[config.mk]
export PLATFORM = sky130hd
export DESIGN_NAME = pcs_port4
export DESIGN_NICKNAME = d
export VERILOG_FILES = /design/src/verilog/pcs_pkg.sv /design/src/verilog/pcs_addr_match.sv /design/src/verilog/pcs_irq_det.sv /design/src/verilog/pcs_port4.sv
export SDC_FILE = /design/constraint.sdc
export NUM_CORES = 1
export LEC_CHECK = 0
export BUFFER_PORTS_ARGS = -buffer_cell sky130_fd_sc_hd__buf_2
export CELL_PAD_IN_SITES_DETAIL_PLACEMENT = 0
export CELL_PAD_IN_SITES_GLOBAL_PLACEMENT = 1
export CORE_ASPECT_RATIO = 0.7
export CORE_UTILIZATION = 50
export CTS_CLUSTER_DIAMETER = 30
export DETAILED_ROUTE_END_ITERATION = 6
export PLACE_DENSITY = 0.95
export SKIP_CTS_REPAIR_TIMING = 1
export SYNTH_ARGS = -nofsm -noshare
export SYNTH_HDL_FRONTEND = slang
export SYNTH_SLANG_ARGS = --single-unit
[constraint.sdc]
create_clock -name clk -period 3.9 [get_ports clk]
set_input_delay 1.17 -clock clk [delete_from_list [all_inputs] [get_ports clk]]
set_output_delay 1.17 -clock clk [all_outputs]
set_load 0.005 [all_outputs]
[src/verilog/pcs_pkg.sv]
// Package of constants and types for the port-4 chip-select and extra interrupt block
package pcs_pkg;

    // =====================================================================
    // Register map (byte addresses on the register port)
    // =====================================================================
    localparam logic [7:0] PCS_ADDR_IRQ_CTRL  = 8'hc0;
    localparam logic [7:0] PCS_ADDR_CFG_LOW   = 8'hc2;
    localparam logic [7:0] PCS_ADDR_CFG_HIGH  = 8'hc3;
    localparam logic [7:0] PCS_ADDR_PORT_DATA = 8'hd8;
    localparam logic [7:0] PCS_ADDR_POLARITY  = 8'hae;
    localparam logic [7:0] PCS_ADDR_BASE0_LO  = 8'h84;
    localparam logic [7:0] PCS_ADDR_BASE0_HI  = 8'h85;
    localparam logic [7:0] PCS_ADDR_BASE1_LO  = 8'h94;
    localparam logic [7:0] PCS_ADDR_BASE1_HI  = 8'h95;
    localparam logic [7:0] PCS_ADDR_BASE2_LO  = 8'hac;
    localparam logic [7:0] PCS_ADDR_BASE2_HI  = 8'had;
    localparam logic [7:0] PCS_ADDR_BASE3_LO  = 8'hb4;
    localparam logic [7:0] PCS_ADDR_BASE3_HI  = 8'hb5;
    localparam logic [7:0] PCS_ADDR_IRQ_STAT  = 8'hf0;
    localparam logic [7:0] PCS_ADDR_IRQ_MASK  = 8'hf1;

    // =====================================================================
    // Field positions
    // =====================================================================
    localparam int PCS_IRQ_A_TRIG = 0;
    localparam int PCS_IRQ_A_FLAG = 1;
    localparam int PCS_IRQ_A_EN   = 2;
    localparam int PCS_IRQ_A_PRIO = 3;
    localparam int PCS_IRQ_B_TRIG = 4;
    localparam int PCS_IRQ_B_FLAG = 5;
    localparam int PCS_IRQ_B_EN   = 6;
    localparam int PCS_IRQ_B_PRIO = 7;
    localparam int PCS_POL_LSB    = 4;
    localparam int PCS_STAT_A     = 0;
    localparam int PCS_STAT_B     = 1;

    // =====================================================================
    // Reset values and codes
    // =====================================================================
    localparam logic [7:0] PCS_RST_ZERO = 8'h00;
    localparam logic [7:0] PCS_RST_PORT = 8'hff;
    localparam logic [1:0] PCS_CMP_15   = 2'h0;
    localparam logic [1:0] PCS_CMP_14   = 2'h1;
    localparam logic [1:0] PCS_CMP_8    = 2'h2;
    localparam logic [5:0] PCS_VEC_A    = 6'h33;
    localparam logic [5:0] PCS_VEC_B    = 6'h3b;
    localparam logic [2:0] PCS_POLL_A   = 3'h6;
    localparam logic [2:0] PCS_POLL_B   = 3'h7;

    typedef enum logic [1:0] {
        PCS_FN_IO    = 2'h0,
        PCS_FN_READ  = 2'h1,
        PCS_FN_WRITE = 2'h2,
        PCS_FN_RW    = 2'h3
    } pcs_func_t;

    typedef struct packed {
        pcs_func_t  func;
        logic [1:0] cmp_len;
    } pcs_pin_cfg_t;

    typedef struct packed {
        logic [15:0] addr;
        logic        rd;
        logic        wr;
    } pcs_bus_t;

    typedef struct packed {
        logic [5:0] vector;
        logic [2:0] poll;
        logic       high_prio;
        logic       valid;
    } pcs_irq_req_t;

endpackage

[src/verilog/pcs_addr_match.sv]
// Address comparator for one chip-select pin
`timescale 1ns/1ps
module pcs_addr_match
    import pcs_pkg::*;
(
    input  wire logic [15:0] addr,
    input  wire logic [15:0] base,
    input  wire logic [1:0]  cmp_len,
    output logic             hit
);
    logic [15:0] care;

    // Unselected low bits are masked so a strobe covers an aligned block
    always_comb
    begin
        if (cmp_len == PCS_CMP_15)
            care = 16'hfffe;
        else if (cmp_len == PCS_CMP_14)
            care = 16'hfffc;
        else if (cmp_len == PCS_CMP_8)
            care = 16'hff00;
        else
            care = 16'hffff;
        hit = ((addr ^ base) & care) == 16'h0000;
    end
endmodule // pcs_addr_match

[src/verilog/pcs_irq_det.sv]
// Trigger detector for one extra external interrupt
`timescale 1ns/1ps
module pcs_irq_det
    import pcs_pkg::*;
(
    input  wire logic clk,
    input  wire logic rst_b,
    input  wire logic pin_sync,
    input  wire logic edge_mode,
    input  wire logic enable,
    output logic      fall_pulse,
    output logic      request
);
    typedef struct packed {
        logic prev;
    } pcs_det_st_t;

    pcs_det_st_t st_ff;
    pcs_det_st_t nxt_st;

    always_comb
    begin
        nxt_st      = st_ff;
        nxt_st.prev = pin_sync;
    end

    always_ff @(posedge clk or negedge rst_b)
    begin
        if (!rst_b)
            st_ff <= '{prev: 1'b1};
        else
            st_ff <= nxt_st;
    end

    assign fall_pulse = edge_mode && st_ff.prev && !pin_sync;
    // Level mode asks while the pin is low; the level request is dropped when disabled, fall_pulse is not
    assign request    = enable && (edge_mode ? 1'b0 : !pin_sync);
endmodule // pcs_irq_det

[src/verilog/pcs_port4.sv]
// Port-4 block: quasi-bidirectional pins, address chip selects, two extra interrupts
// How it works
// Eight port bits, pins 0..3 each configured alone, pins 7..4 plain data
// Mode 0 pins act quasi-bidirectional
// Pin 2 and pin 3 feed extra interrupts
// Function 01 gives ranged read strobe
// Function 10 gives ranged write strobe
// Function 11 follows read or write
// Sixteen-bit base address per strobe pin
// Compare length selects 15, 14, 8 bits
// Match needs all selected bits equal
// High config register holds pins 3, 2
// Low config register holds pins 1, 0
// Polarity bit makes strobe active high
// Irq control supports single bit set/clear
// Trigger bit chooses falling edge or level
// Edge flag set by hardware, cleared on service
// Requests taken only while enabled; the code still sets the status bit and irq on an edge while disabled
// Priority bit selects high level
// Vectors 33H and 3BH, polls 6, 7
// Mode 0 drives data bits 3..0
//
// Local design decision: strobed register access.
`timescale 1ns/1ps
module pcs_port4
    import pcs_pkg::*;
(
    input  wire logic       clk,
    input  wire logic       rst_b,
    input  wire logic [7:0] reg_addr,
    input  wire logic [7:0] reg_wdata,
    input  wire logic       reg_wr,
    input  wire logic       reg_rd,
    output logic [7:0]      reg_rdata,
    input  wire logic       bit_set,
    input  wire logic       bit_clr,
    input  wire logic [2:0] bit_sel,
    input  pcs_bus_t        ext_bus,
    input  wire logic [7:0] pin_in,
    output logic [7:0]      pin_out,
    output logic [7:0]      pin_oe,
    input  wire logic       irq_a_ack,
    input  wire logic       irq_b_ack,
    output pcs_irq_req_t    irq_a_req,
    output pcs_irq_req_t    irq_b_req,
    output logic            irq
);
    // =====================================================================
    // State
    // =====================================================================
    typedef struct packed {
        logic [7:0]       port_data;
        logic [7:0]       irq_ctrl;
        logic [7:0]       cfg_low;
        logic [7:0]       cfg_high;
        logic [7:0]       polarity;
        logic [3:0][15:0] base;
        logic [1:0]       stat;
        logic [1:0]       mask;
        logic [7:0]       rdata;
        logic [7:0]       pin_meta;
        logic [7:0]       pin_sync;
        logic [3:0]       strobe;
        logic [7:0]       drive;
    } pcs_state_t;

    pcs_state_t st_ff;
    pcs_state_t nxt_st;

    pcs_pin_cfg_t [3:0] pin_cfg;
    logic [3:0]         hit;
    logic [1:0]         fall;
    logic [1:0]         lvl_req;

    assign pin_cfg[0] = pcs_pin_cfg_t'(st_ff.cfg_low[3:0]);
    assign pin_cfg[1] = pcs_pin_cfg_t'(st_ff.cfg_low[7:4]);
    assign pin_cfg[2] = pcs_pin_cfg_t'(st_ff.cfg_high[3:0]);
    assign pin_cfg[3] = pcs_pin_cfg_t'(st_ff.cfg_high[7:4]);

    // =====================================================================
    // Address comparators, one per strobe-capable pin
    // =====================================================================
    genvar gi;
    generate
        for (gi = 0; gi < 4; gi++)
        begin : g_cmp
            pcs_addr_match u_match (
                .addr    (ext_bus.addr),
                .base    (st_ff.base[gi]),
                .cmp_len (pin_cfg[gi].cmp_len),
                .hit     (hit[gi])
            );
        end
    endgenerate

    // =====================================================================
    // Extra interrupt detectors on pins 2 and 3
    // =====================================================================
    pcs_irq_det u_det_a (
        .clk        (clk),
        .rst_b      (rst_b),
        .pin_sync   (st_ff.pin_sync[3]),
        .edge_mode  (st_ff.irq_ctrl[PCS_IRQ_A_TRIG]),
        .enable     (st_ff.irq_ctrl[PCS_IRQ_A_EN]),
        .fall_pulse (fall[0]),
        .request    (lvl_req[0])
    );

    pcs_irq_det u_det_b (
        .clk        (clk),
        .rst_b      (rst_b),
        .pin_sync   (st_ff.pin_sync[2]),
        .edge_mode  (st_ff.irq_ctrl[PCS_IRQ_B_TRIG]),
        .enable     (st_ff.irq_ctrl[PCS_IRQ_B_EN]),
        .fall_pulse (fall[1]),
        .request    (lvl_req[1])
    );

    // =====================================================================
    // Next state
    // =====================================================================
    always_comb
    begin
        logic [7:0] rd;
        logic       ev_a;
        logic       ev_b;
        rd     = 8'h00;
        ev_a   = 1'b0;
        ev_b   = 1'b0;
        nxt_st = st_ff;

        nxt_st.pin_meta = pin_in;
        nxt_st.pin_sync = st_ff.pin_meta;

        // Register writes
        if (reg_wr)
        begin
            if (reg_addr == PCS_ADDR_PORT_DATA)
                nxt_st.port_data = reg_wdata;
            else if (reg_addr == PCS_ADDR_IRQ_CTRL)
                nxt_st.irq_ctrl = reg_wdata;
            else if (reg_addr == PCS_ADDR_CFG_LOW)
                nxt_st.cfg_low = reg_wdata;
            else if (reg_addr == PCS_ADDR_CFG_HIGH)
                nxt_st.cfg_high = reg_wdata;
            else if (reg_addr == PCS_ADDR_POLARITY)
                nxt_st.polarity = {reg_wdata[7:4], 4'h0};
            else if (reg_addr == PCS_ADDR_BASE0_LO)
                nxt_st.base[0][7:0] = reg_wdata;
            else if (reg_addr == PCS_ADDR_BASE0_HI)
                nxt_st.base[0][15:8] = reg_wdata;
            else if (reg_addr == PCS_ADDR_BASE1_LO)
                nxt_st.base[1][7:0] = reg_wdata;
            else if (reg_addr == PCS_ADDR_BASE1_HI)
                nxt_st.base[1][15:8] = reg_wdata;
            else if (reg_addr == PCS_ADDR_BASE2_LO)
                nxt_st.base[2][7:0] = reg_wdata;
            else if (reg_addr == PCS_ADDR_BASE2_HI)
                nxt_st.base[2][15:8] = reg_wdata;
            else if (reg_addr == PCS_ADDR_BASE3_LO)
                nxt_st.base[3][7:0] = reg_wdata;
            else if (reg_addr == PCS_ADDR_BASE3_HI)
                nxt_st.base[3][15:8] = reg_wdata;
            else if (reg_addr == PCS_ADDR_IRQ_STAT)
                nxt_st.stat = st_ff.stat & ~reg_wdata[1:0];
            else if (reg_addr == PCS_ADDR_IRQ_MASK)
                nxt_st.mask = reg_wdata[1:0];
        end

        // Single-bit access to the interrupt control register
        if (bit_set)
            nxt_st.irq_ctrl[bit_sel] = 1'b1;
        else if (bit_clr)
            nxt_st.irq_ctrl[bit_sel] = 1'b0;

        // Service clears the edge flag; a new edge in the same cycle wins
        if (st_ff.irq_ctrl[PCS_IRQ_A_TRIG] && irq_a_ack)
            nxt_st.irq_ctrl[PCS_IRQ_A_FLAG] = 1'b0;
        if (st_ff.irq_ctrl[PCS_IRQ_B_TRIG] && irq_b_ack)
            nxt_st.irq_ctrl[PCS_IRQ_B_FLAG] = 1'b0;
        if (fall[0])
        begin
            nxt_st.irq_ctrl[PCS_IRQ_A_FLAG] = 1'b1;
            ev_a = 1'b1;
        end
        if (fall[1])
        begin
            nxt_st.irq_ctrl[PCS_IRQ_B_FLAG] = 1'b1;
            ev_b = 1'b1;
        end

        // Level mode: flag mirrors the low pin
        // A flag left set here survives a later switch to edge mode
        if (!st_ff.irq_ctrl[PCS_IRQ_A_TRIG])
            nxt_st.irq_ctrl[PCS_IRQ_A_FLAG] = !st_ff.pin_sync[3];
        if (!st_ff.irq_ctrl[PCS_IRQ_B_TRIG])
            nxt_st.irq_ctrl[PCS_IRQ_B_FLAG] = !st_ff.pin_sync[2];

        // Sticky status: set beats the write-one clear
        if (ev_a || lvl_req[0])
            nxt_st.stat[PCS_STAT_A] = 1'b1;
        if (ev_b || lvl_req[1])
            nxt_st.stat[PCS_STAT_B] = 1'b1;

        // Strobes, registered so the pin changes one cycle after the bus
        for (int i = 0; i < 4; i++)
        begin
            logic act;
            act = 1'b0;
            case (pin_cfg[i].func)
                PCS_FN_READ:  act = ext_bus.rd && hit[i];
                PCS_FN_WRITE: act = ext_bus.wr && hit[i];
                PCS_FN_RW:    act = (ext_bus.rd || ext_bus.wr) && hit[i];
                default:      act = 1'b0;
            endcase
            nxt_st.strobe[i] = act;
            if (pin_cfg[i].func == PCS_FN_IO)
                nxt_st.drive[i] = st_ff.port_data[i];
            else
                nxt_st.drive[i] = act ~^ st_ff.polarity[PCS_POL_LSB + i];
        end
        nxt_st.drive[7:4] = st_ff.port_data[7:4];

        // Read mux; port reads return pin levels like a standard port
        if (reg_addr == PCS_ADDR_PORT_DATA)
            rd = st_ff.pin_sync;
        else if (reg_addr == PCS_ADDR_IRQ_CTRL)
            rd = st_ff.irq_ctrl;
        else if (reg_addr == PCS_ADDR_CFG_LOW)
            rd = st_ff.cfg_low;
        else if (reg_addr == PCS_ADDR_CFG_HIGH)
            rd = st_ff.cfg_high;
        else if (reg_addr == PCS_ADDR_POLARITY)
            rd = st_ff.polarity;
        else if (reg_addr == PCS_ADDR_BASE0_LO)
            rd = st_ff.base[0][7:0];
        else if (reg_addr == PCS_ADDR_BASE0_HI)
            rd = st_ff.base[0][15:8];
        else if (reg_addr == PCS_ADDR_BASE1_LO)
            rd = st_ff.base[1][7:0];
        else if (reg_addr == PCS_ADDR_BASE1_HI)
            rd = st_ff.base[1][15:8];
        else if (reg_addr == PCS_ADDR_BASE2_LO)
            rd = st_ff.base[2][7:0];
        else if (reg_addr == PCS_ADDR_BASE2_HI)
            rd = st_ff.base[2][15:8];
        else if (reg_addr == PCS_ADDR_BASE3_LO)
            rd = st_ff.base[3][7:0];
        else if (reg_addr == PCS_ADDR_BASE3_HI)
            rd = st_ff.base[3][15:8];
        else if (reg_addr == PCS_ADDR_IRQ_STAT)
            rd = {6'h00, st_ff.stat};
        else if (reg_addr == PCS_ADDR_IRQ_MASK)
            rd = {6'h00, st_ff.mask};
        nxt_st.rdata = reg_rd ? rd : 8'h00;
    end

    always_ff @(posedge clk or negedge rst_b)
    begin
        if (!rst_b)
        begin
            st_ff           <= '0;
            st_ff.port_data <= PCS_RST_PORT;
            st_ff.pin_meta  <= PCS_RST_PORT;
            st_ff.pin_sync  <= PCS_RST_PORT;
            st_ff.drive     <= PCS_RST_PORT;
        end
        else
            st_ff <= nxt_st;
    end

    // =====================================================================
    // Outputs
    // =====================================================================
    // Quasi-bidirectional: drive low hard, else release to the pull-up
    assign pin_out   = st_ff.drive;
    assign pin_oe    = ~st_ff.drive;
    assign reg_rdata = st_ff.rdata;
    assign irq       = |(st_ff.stat & st_ff.mask);

    always_comb
    begin
        irq_a_req.vector    = PCS_VEC_A;
        irq_a_req.poll      = PCS_POLL_A;
        irq_a_req.high_prio = st_ff.irq_ctrl[PCS_IRQ_A_PRIO];
        irq_a_req.valid     = st_ff.irq_ctrl[PCS_IRQ_A_EN]
                              && st_ff.irq_ctrl[PCS_IRQ_A_FLAG];
        irq_b_req.vector    = PCS_VEC_B;
        irq_b_req.poll      = PCS_POLL_B;
        irq_b_req.high_prio = st_ff.irq_ctrl[PCS_IRQ_B_PRIO];
        irq_b_req.valid     = st_ff.irq_ctrl[PCS_IRQ_B_EN]
                              && st_ff.irq_ctrl[PCS_IRQ_B_FLAG];
    end
endmodule // pcs_port4

Word-level counts from Yosys, hierarchy flattened. Index checks and enable logic that the tools add are counted.

Flip-flop bits (word level): 138. Bits in latches: 0. Bits in writable memories: 0. Bits in read-only memories: 0. Output and inout bits: 47. Memories: 0.

Add/sub/neg operators: 0. Multipliers: 0. Div/mod/pow operators: 0. Order comparisons: 2. Equality and inequality tests: 61. Shift-type cells: 0. Muxes and demuxes: 88. Bitwise gates (word level): 33. Reductions and logical operators: 60.

Operators by type and width (number): $mux W8 (33); $mux W100 (2); $mux W16 (9); $eq A8 B8 Y1 const B (15); $mux W92 (1); $mux W84 (1); $mux W76 (1); $mux W68 (1); $and A16 B16 Y16 (4); $logic_not A16 Y1 (4); $xor A16 B16 Y16 (4); $mux W56 (1); $mux W48 (1); $ne A2 B2 Y1 const B (24); $mux W40 (1); $mux W32 (1); $mux W4 (8); $reduce_and A15 Y1 (2); $eq A2 B2 Y1 const B (12); $mux W24 (1); $logic_and A1 B1 Y1 (23); $mux W1 (17); $eq A2 B1 Y1 const B (8); $logic_not A2 Y1 (8); other kinds (30) (62).

Depth between registers and ports, before layout.
Depth in word-level cells: 23. Depth in mapped cells: 10. Mapped depth without buffers: 6.

Modules after synthesis. Synthesis repeated with hierarchy kept, for this count alone.

Cells, all modules: 746. Area total of the unflattened synthesis: 7930.1 um^2.

By module, submodules not included: pcs_port4 (instances 1, cells an instance 640, area each 6999.2 um^2, sequential area each 3443.3 um^2); pcs_addr_match (instances 4, cells an instance 25, area each 209.0 um^2, sequential area each 0.0 um^2); pcs_irq_det (instances 2, cells an instance 3, area each 47.5 um^2, sequential area each 26.3 um^2).

Worst setup path after synthesis. OpenSTA, ideal clock, no wires.

Path type: input port to flip-flop. From: input reg_addr[2]. To: register st_ff[56] in the netlist's numbering. Library setup time: 125 ps. Arrival time: 2741 ps. Path slack: 1035 ps. Stages on the path: 7. Cells stage by stage: clkbuf_1 > nand4bb_1 > nor3_1 > o32ai_1 > nand3_1 > nor2_2 > mux2_2.

Cells in the longest elaborated chain, start to end: 3. Elaborated cells on any way between the ends: 16.

RTL lines: start: declaration (RTL line pcs_port4.sv:30) `input wire logic [7:0] reg_addr,`; $eq A8 B8 Y1 (tied with other cells) (RTL line pcs_port4.sv:150) `else if (reg_addr == PCS_ADDR_BASE0_HI)`; $not A1 Y1 (no line); $reduce_and A9 Y1 (no line) *; end signal: assignment (RTL line pcs_port4.sv:269) `st_ff <= nxt_st;`; end: declaration (RTL line pcs_port4.sv:67) `pcs_state_t st_ff;`.

Mark *: on every way between the ends. The rest lies on a longest branch, timed or not. A chain may end at the register's enable or synchronous reset.

Worst setup path in the final report.
From: input reg_addr[4]. To: register st_ff[95] in the netlist's numbering.

Cells in the longest elaborated chain, start to end: 3. Elaborated cells on any way between the ends: 24.

RTL lines: $eq A8 B8 Y1 (tied with other cells) (RTL line pcs_port4.sv:158) `else if (reg_addr == PCS_ADDR_BASE2_HI)`; $not A1 Y1 (no line); $reduce_and A13 Y1 (no line) *.

Marks and branches as above.

==> flow_summary.json <==
{
  "outcome": "finished with violations",
  "violations": "design-rule violations",
  "path_delay_family": "simple AND/OR/NAND/NOR gates",
  "cap_viol_max_count": 0,
  "synth-edff-count": 0,
  "synthArstFlopShare": 1.00,
  "setup_viol": 0,
  "fillCellCount": 1237,
  "slowest_delay_ns": 0.40,
  "p_leak_nw": 4.06,
  "start_kind": "input port",
  "drtIter0Drc": 1012,
  "yosys_warnings": 0,
  "top_usage_layer": "met1",
  "path_clk_slew_ns": 0.06,
  "netlist_instances": 726,
  "path_buf_inv": 1,
  "drcViolationCount": 20,
  "detail_route.wirelength_um": 25900,
  "clock_latency_ns": 0.43,
  "seq_area_um2": 3500,
  "overflow": 0,
  "cts_inserted_buffers": 17,
  "grt_use_met1": 0.473,
  "slew_headroom": 0.498,
  "synth_area_leaders": "dfrtp_1 (33%), mux2_2 (14%), dfstp_2 (11%)",
  "dpl.hpwl_um": 19100,
  "slew_violations": 0,
  "peakVddDrop_mv": 0.282,
  "clock.fmax_mhz": 335,
  "finalCritPeriodShare": 0.765,
  "criticalPathCategory": "input port to flip-flop",
  "first_pass_iters": 7,
  "critPathMaxFanout": 23,
  "grt_usage": 0.328,
  "ys_seq_area_frac": 0.444,
  "numPortBuffers": 81,
  "antenna_left": 0,
  "fp.dieH_um": 107,
  "nets": 845,
  "cts_root_buffer": "clkbuf_16",
  "syn_area_um2": 7870,
  "start_util": 0.523,
  "fin_util": 0.591,
  "area_growth_pct": 13.0,
  "cts_max_path_buffers": 2,
  "fin_skew_ns": 0.00646,
  "multi_input_area_um2": 3920,
  "synthFlopType": "dfrtp_1",
  "gp_congestion": 1.04,
  "slowest_stage": "nor2_2",
  "routed_via_density": 6.51,
  "period_minus_slack_ns": 2.99,
  "tns_ns": 0,
  "dieWidth_um": 152,
  "syn_avg_cell_area_um2": 10.8,
  "grt_pass1_wl_um": 38400,
  "final_cell_mix": "dfrtp_1 (104), mux2_2 (97), buf_2 (80)",
  "antenna_cells": 0,
  "wl_per_cell_um": 26.1,
  "cts_tree": "yes",
  "power-per-cell-area_nw_per_um2": 421,
  "drive_gt1_frac": 0.345,
  "hold_violations": 0,
  "core_um2": 15000,
  "final_common_cell": "dfrtp_1",
  "synth_cell_types": 72,
  "grt_pass1_vias": 6156,
  "ios": 100,
  "tightest_slew_ns": 0.750,
  "grt_util_met3": 0.0982,
  "die_area_um2": 16200,
  "cts.sinks": 138,
  "worstPathArrival_ns": 3.30,
  "use_met2": 0.463,
  "synth_seq_cells": 138,
  "hp-class": "flip-flop to flip-flop",
  "rows": 37,
  "synth_top_area_frac": 0.331,
  "yosysTopAreaCell": "dfrtp_1",
  "timing.critical_path.cells": "buf_2 > nor2_1 > and3_1 > o32ai_1 > nand3_1 > nor2_2 > mux2_2",
  "grt_max_degree": 68,
  "dr_total_vias": 6456,
  "cp.required_ns": 4.21,
  "rsz0062_at_grt": "false",
  "antenna_found_initial": 0,
  "h-tree-depth": 4,
  "worstSetupEndpointType": "flip-flop"
}
==> synthesized netlist by cell type (all sizes together) (5+ instances only) <==
cell / number
nand4: 8
buf: 54
nor2: 41
mux2: 97
nor2b: 5
nor3: 17
xor2: 48
o2111ai: 6
o32ai: 7
and2: 5
dfrtp: 104
dfstp: 34
nand3: 14
mux2i: 20
clkbuf: 20
ha: 8
a22oi: 5
a22o: 5
a211oi: 6
nand2: 37
o22ai: 13
inv: 20
nand2b: 6
o21ai: 21
nor4: 10
xnor2: 20
a21oi: 23
==> state kept, by name (all words and copies together), names as in the netlist <==
name	flops
u_det_a.st_ff	1
pin_out	8
u_det_b.st_ff	1
irq_a_req	1
nxt_st	12
pin_cfg	16
irq_b_req	1
reg_rdata	8
st_ff	90
==> cells by family (layout without fill, tap and decap cells) <==
kind of cell	count (synthesis)	count (layout)	synth area share
other	2	18	0.000955
flip-flops	138	138	0.444
adder cells (fa/ha/maj)	8	8	0.0127
AND/OR/NAND/NOR	169	169	0.118
AO/OA/AOI/OAI	130	130	0.118
buffers and inverters	94	149	0.0654
XOR/XNOR	68	68	0.0757
multiplexers	117	117	0.164
==> final timing paths <==
| check | from | depth (start not counted) | end | slack [ns] |
|---|---|---|---|---|
| min in group asynchronous | rst_b | 1 | st_ff[132] | 0.73 |
| max in group asynchronous | rst_b | 3 | st_ff[72] | 2.22 |
| min reg2reg | nxt_st[17] | 0 | st_ff[17] | 0.35 |
| min | nxt_st[17] | 0 | st_ff[17] | 0.35 |
| max reg2reg | st_ff[76] | 6 | pin_out[2] | 1.37 |
| max | reg_addr[4] | 7 | st_ff[95] | 0.91 |
==> per-stage QoR <==
stage          worst slack, ns  area, µm²  power [mW]  cells  hold WS, ns
2_1_floorplan             1.03       7930        1.87    742        0.345
3_3_place_gp             0.612       8280        2.03    960        0.346
3_5_place_dp             0.549       8280        2.05    960        0.347
4_1_cts                  0.996       8890        3.74    992        0.353
5_1_grt                  0.864       8890        3.85    992        0.354
6_report                 0.915       8890        3.74    992        0.349
==> report_power, final <==
part | internal [mW] | total, mW | switching (mW)
logic | 0.169 | 0.417 | 0.248
registers | 1.53 | 1.63 | 0.0987
clock network | 1.06 | 1.70 | 0.641
==> routing by layer <==
metal | vias up | part of all wire
li1 | 2703 | -
met1 | 3236 | 0.43
met2 | 450 | 0.42
met3 | 67 | 0.13
met4 | 0 | 0.026
met5 | - | 0
==> area by class of cell <==
cell class              instances  area share
multi-input cells             510       0.440
repair buffers                 97      0.0612
clock inverters                10      0.0159
inverters                      20     0.00844
well taps                     195      0.0274
clock buffers                  22      0.0533
flip-flops and latches        138       0.393
Note: power is estimated with default switching activity, not from simulation.
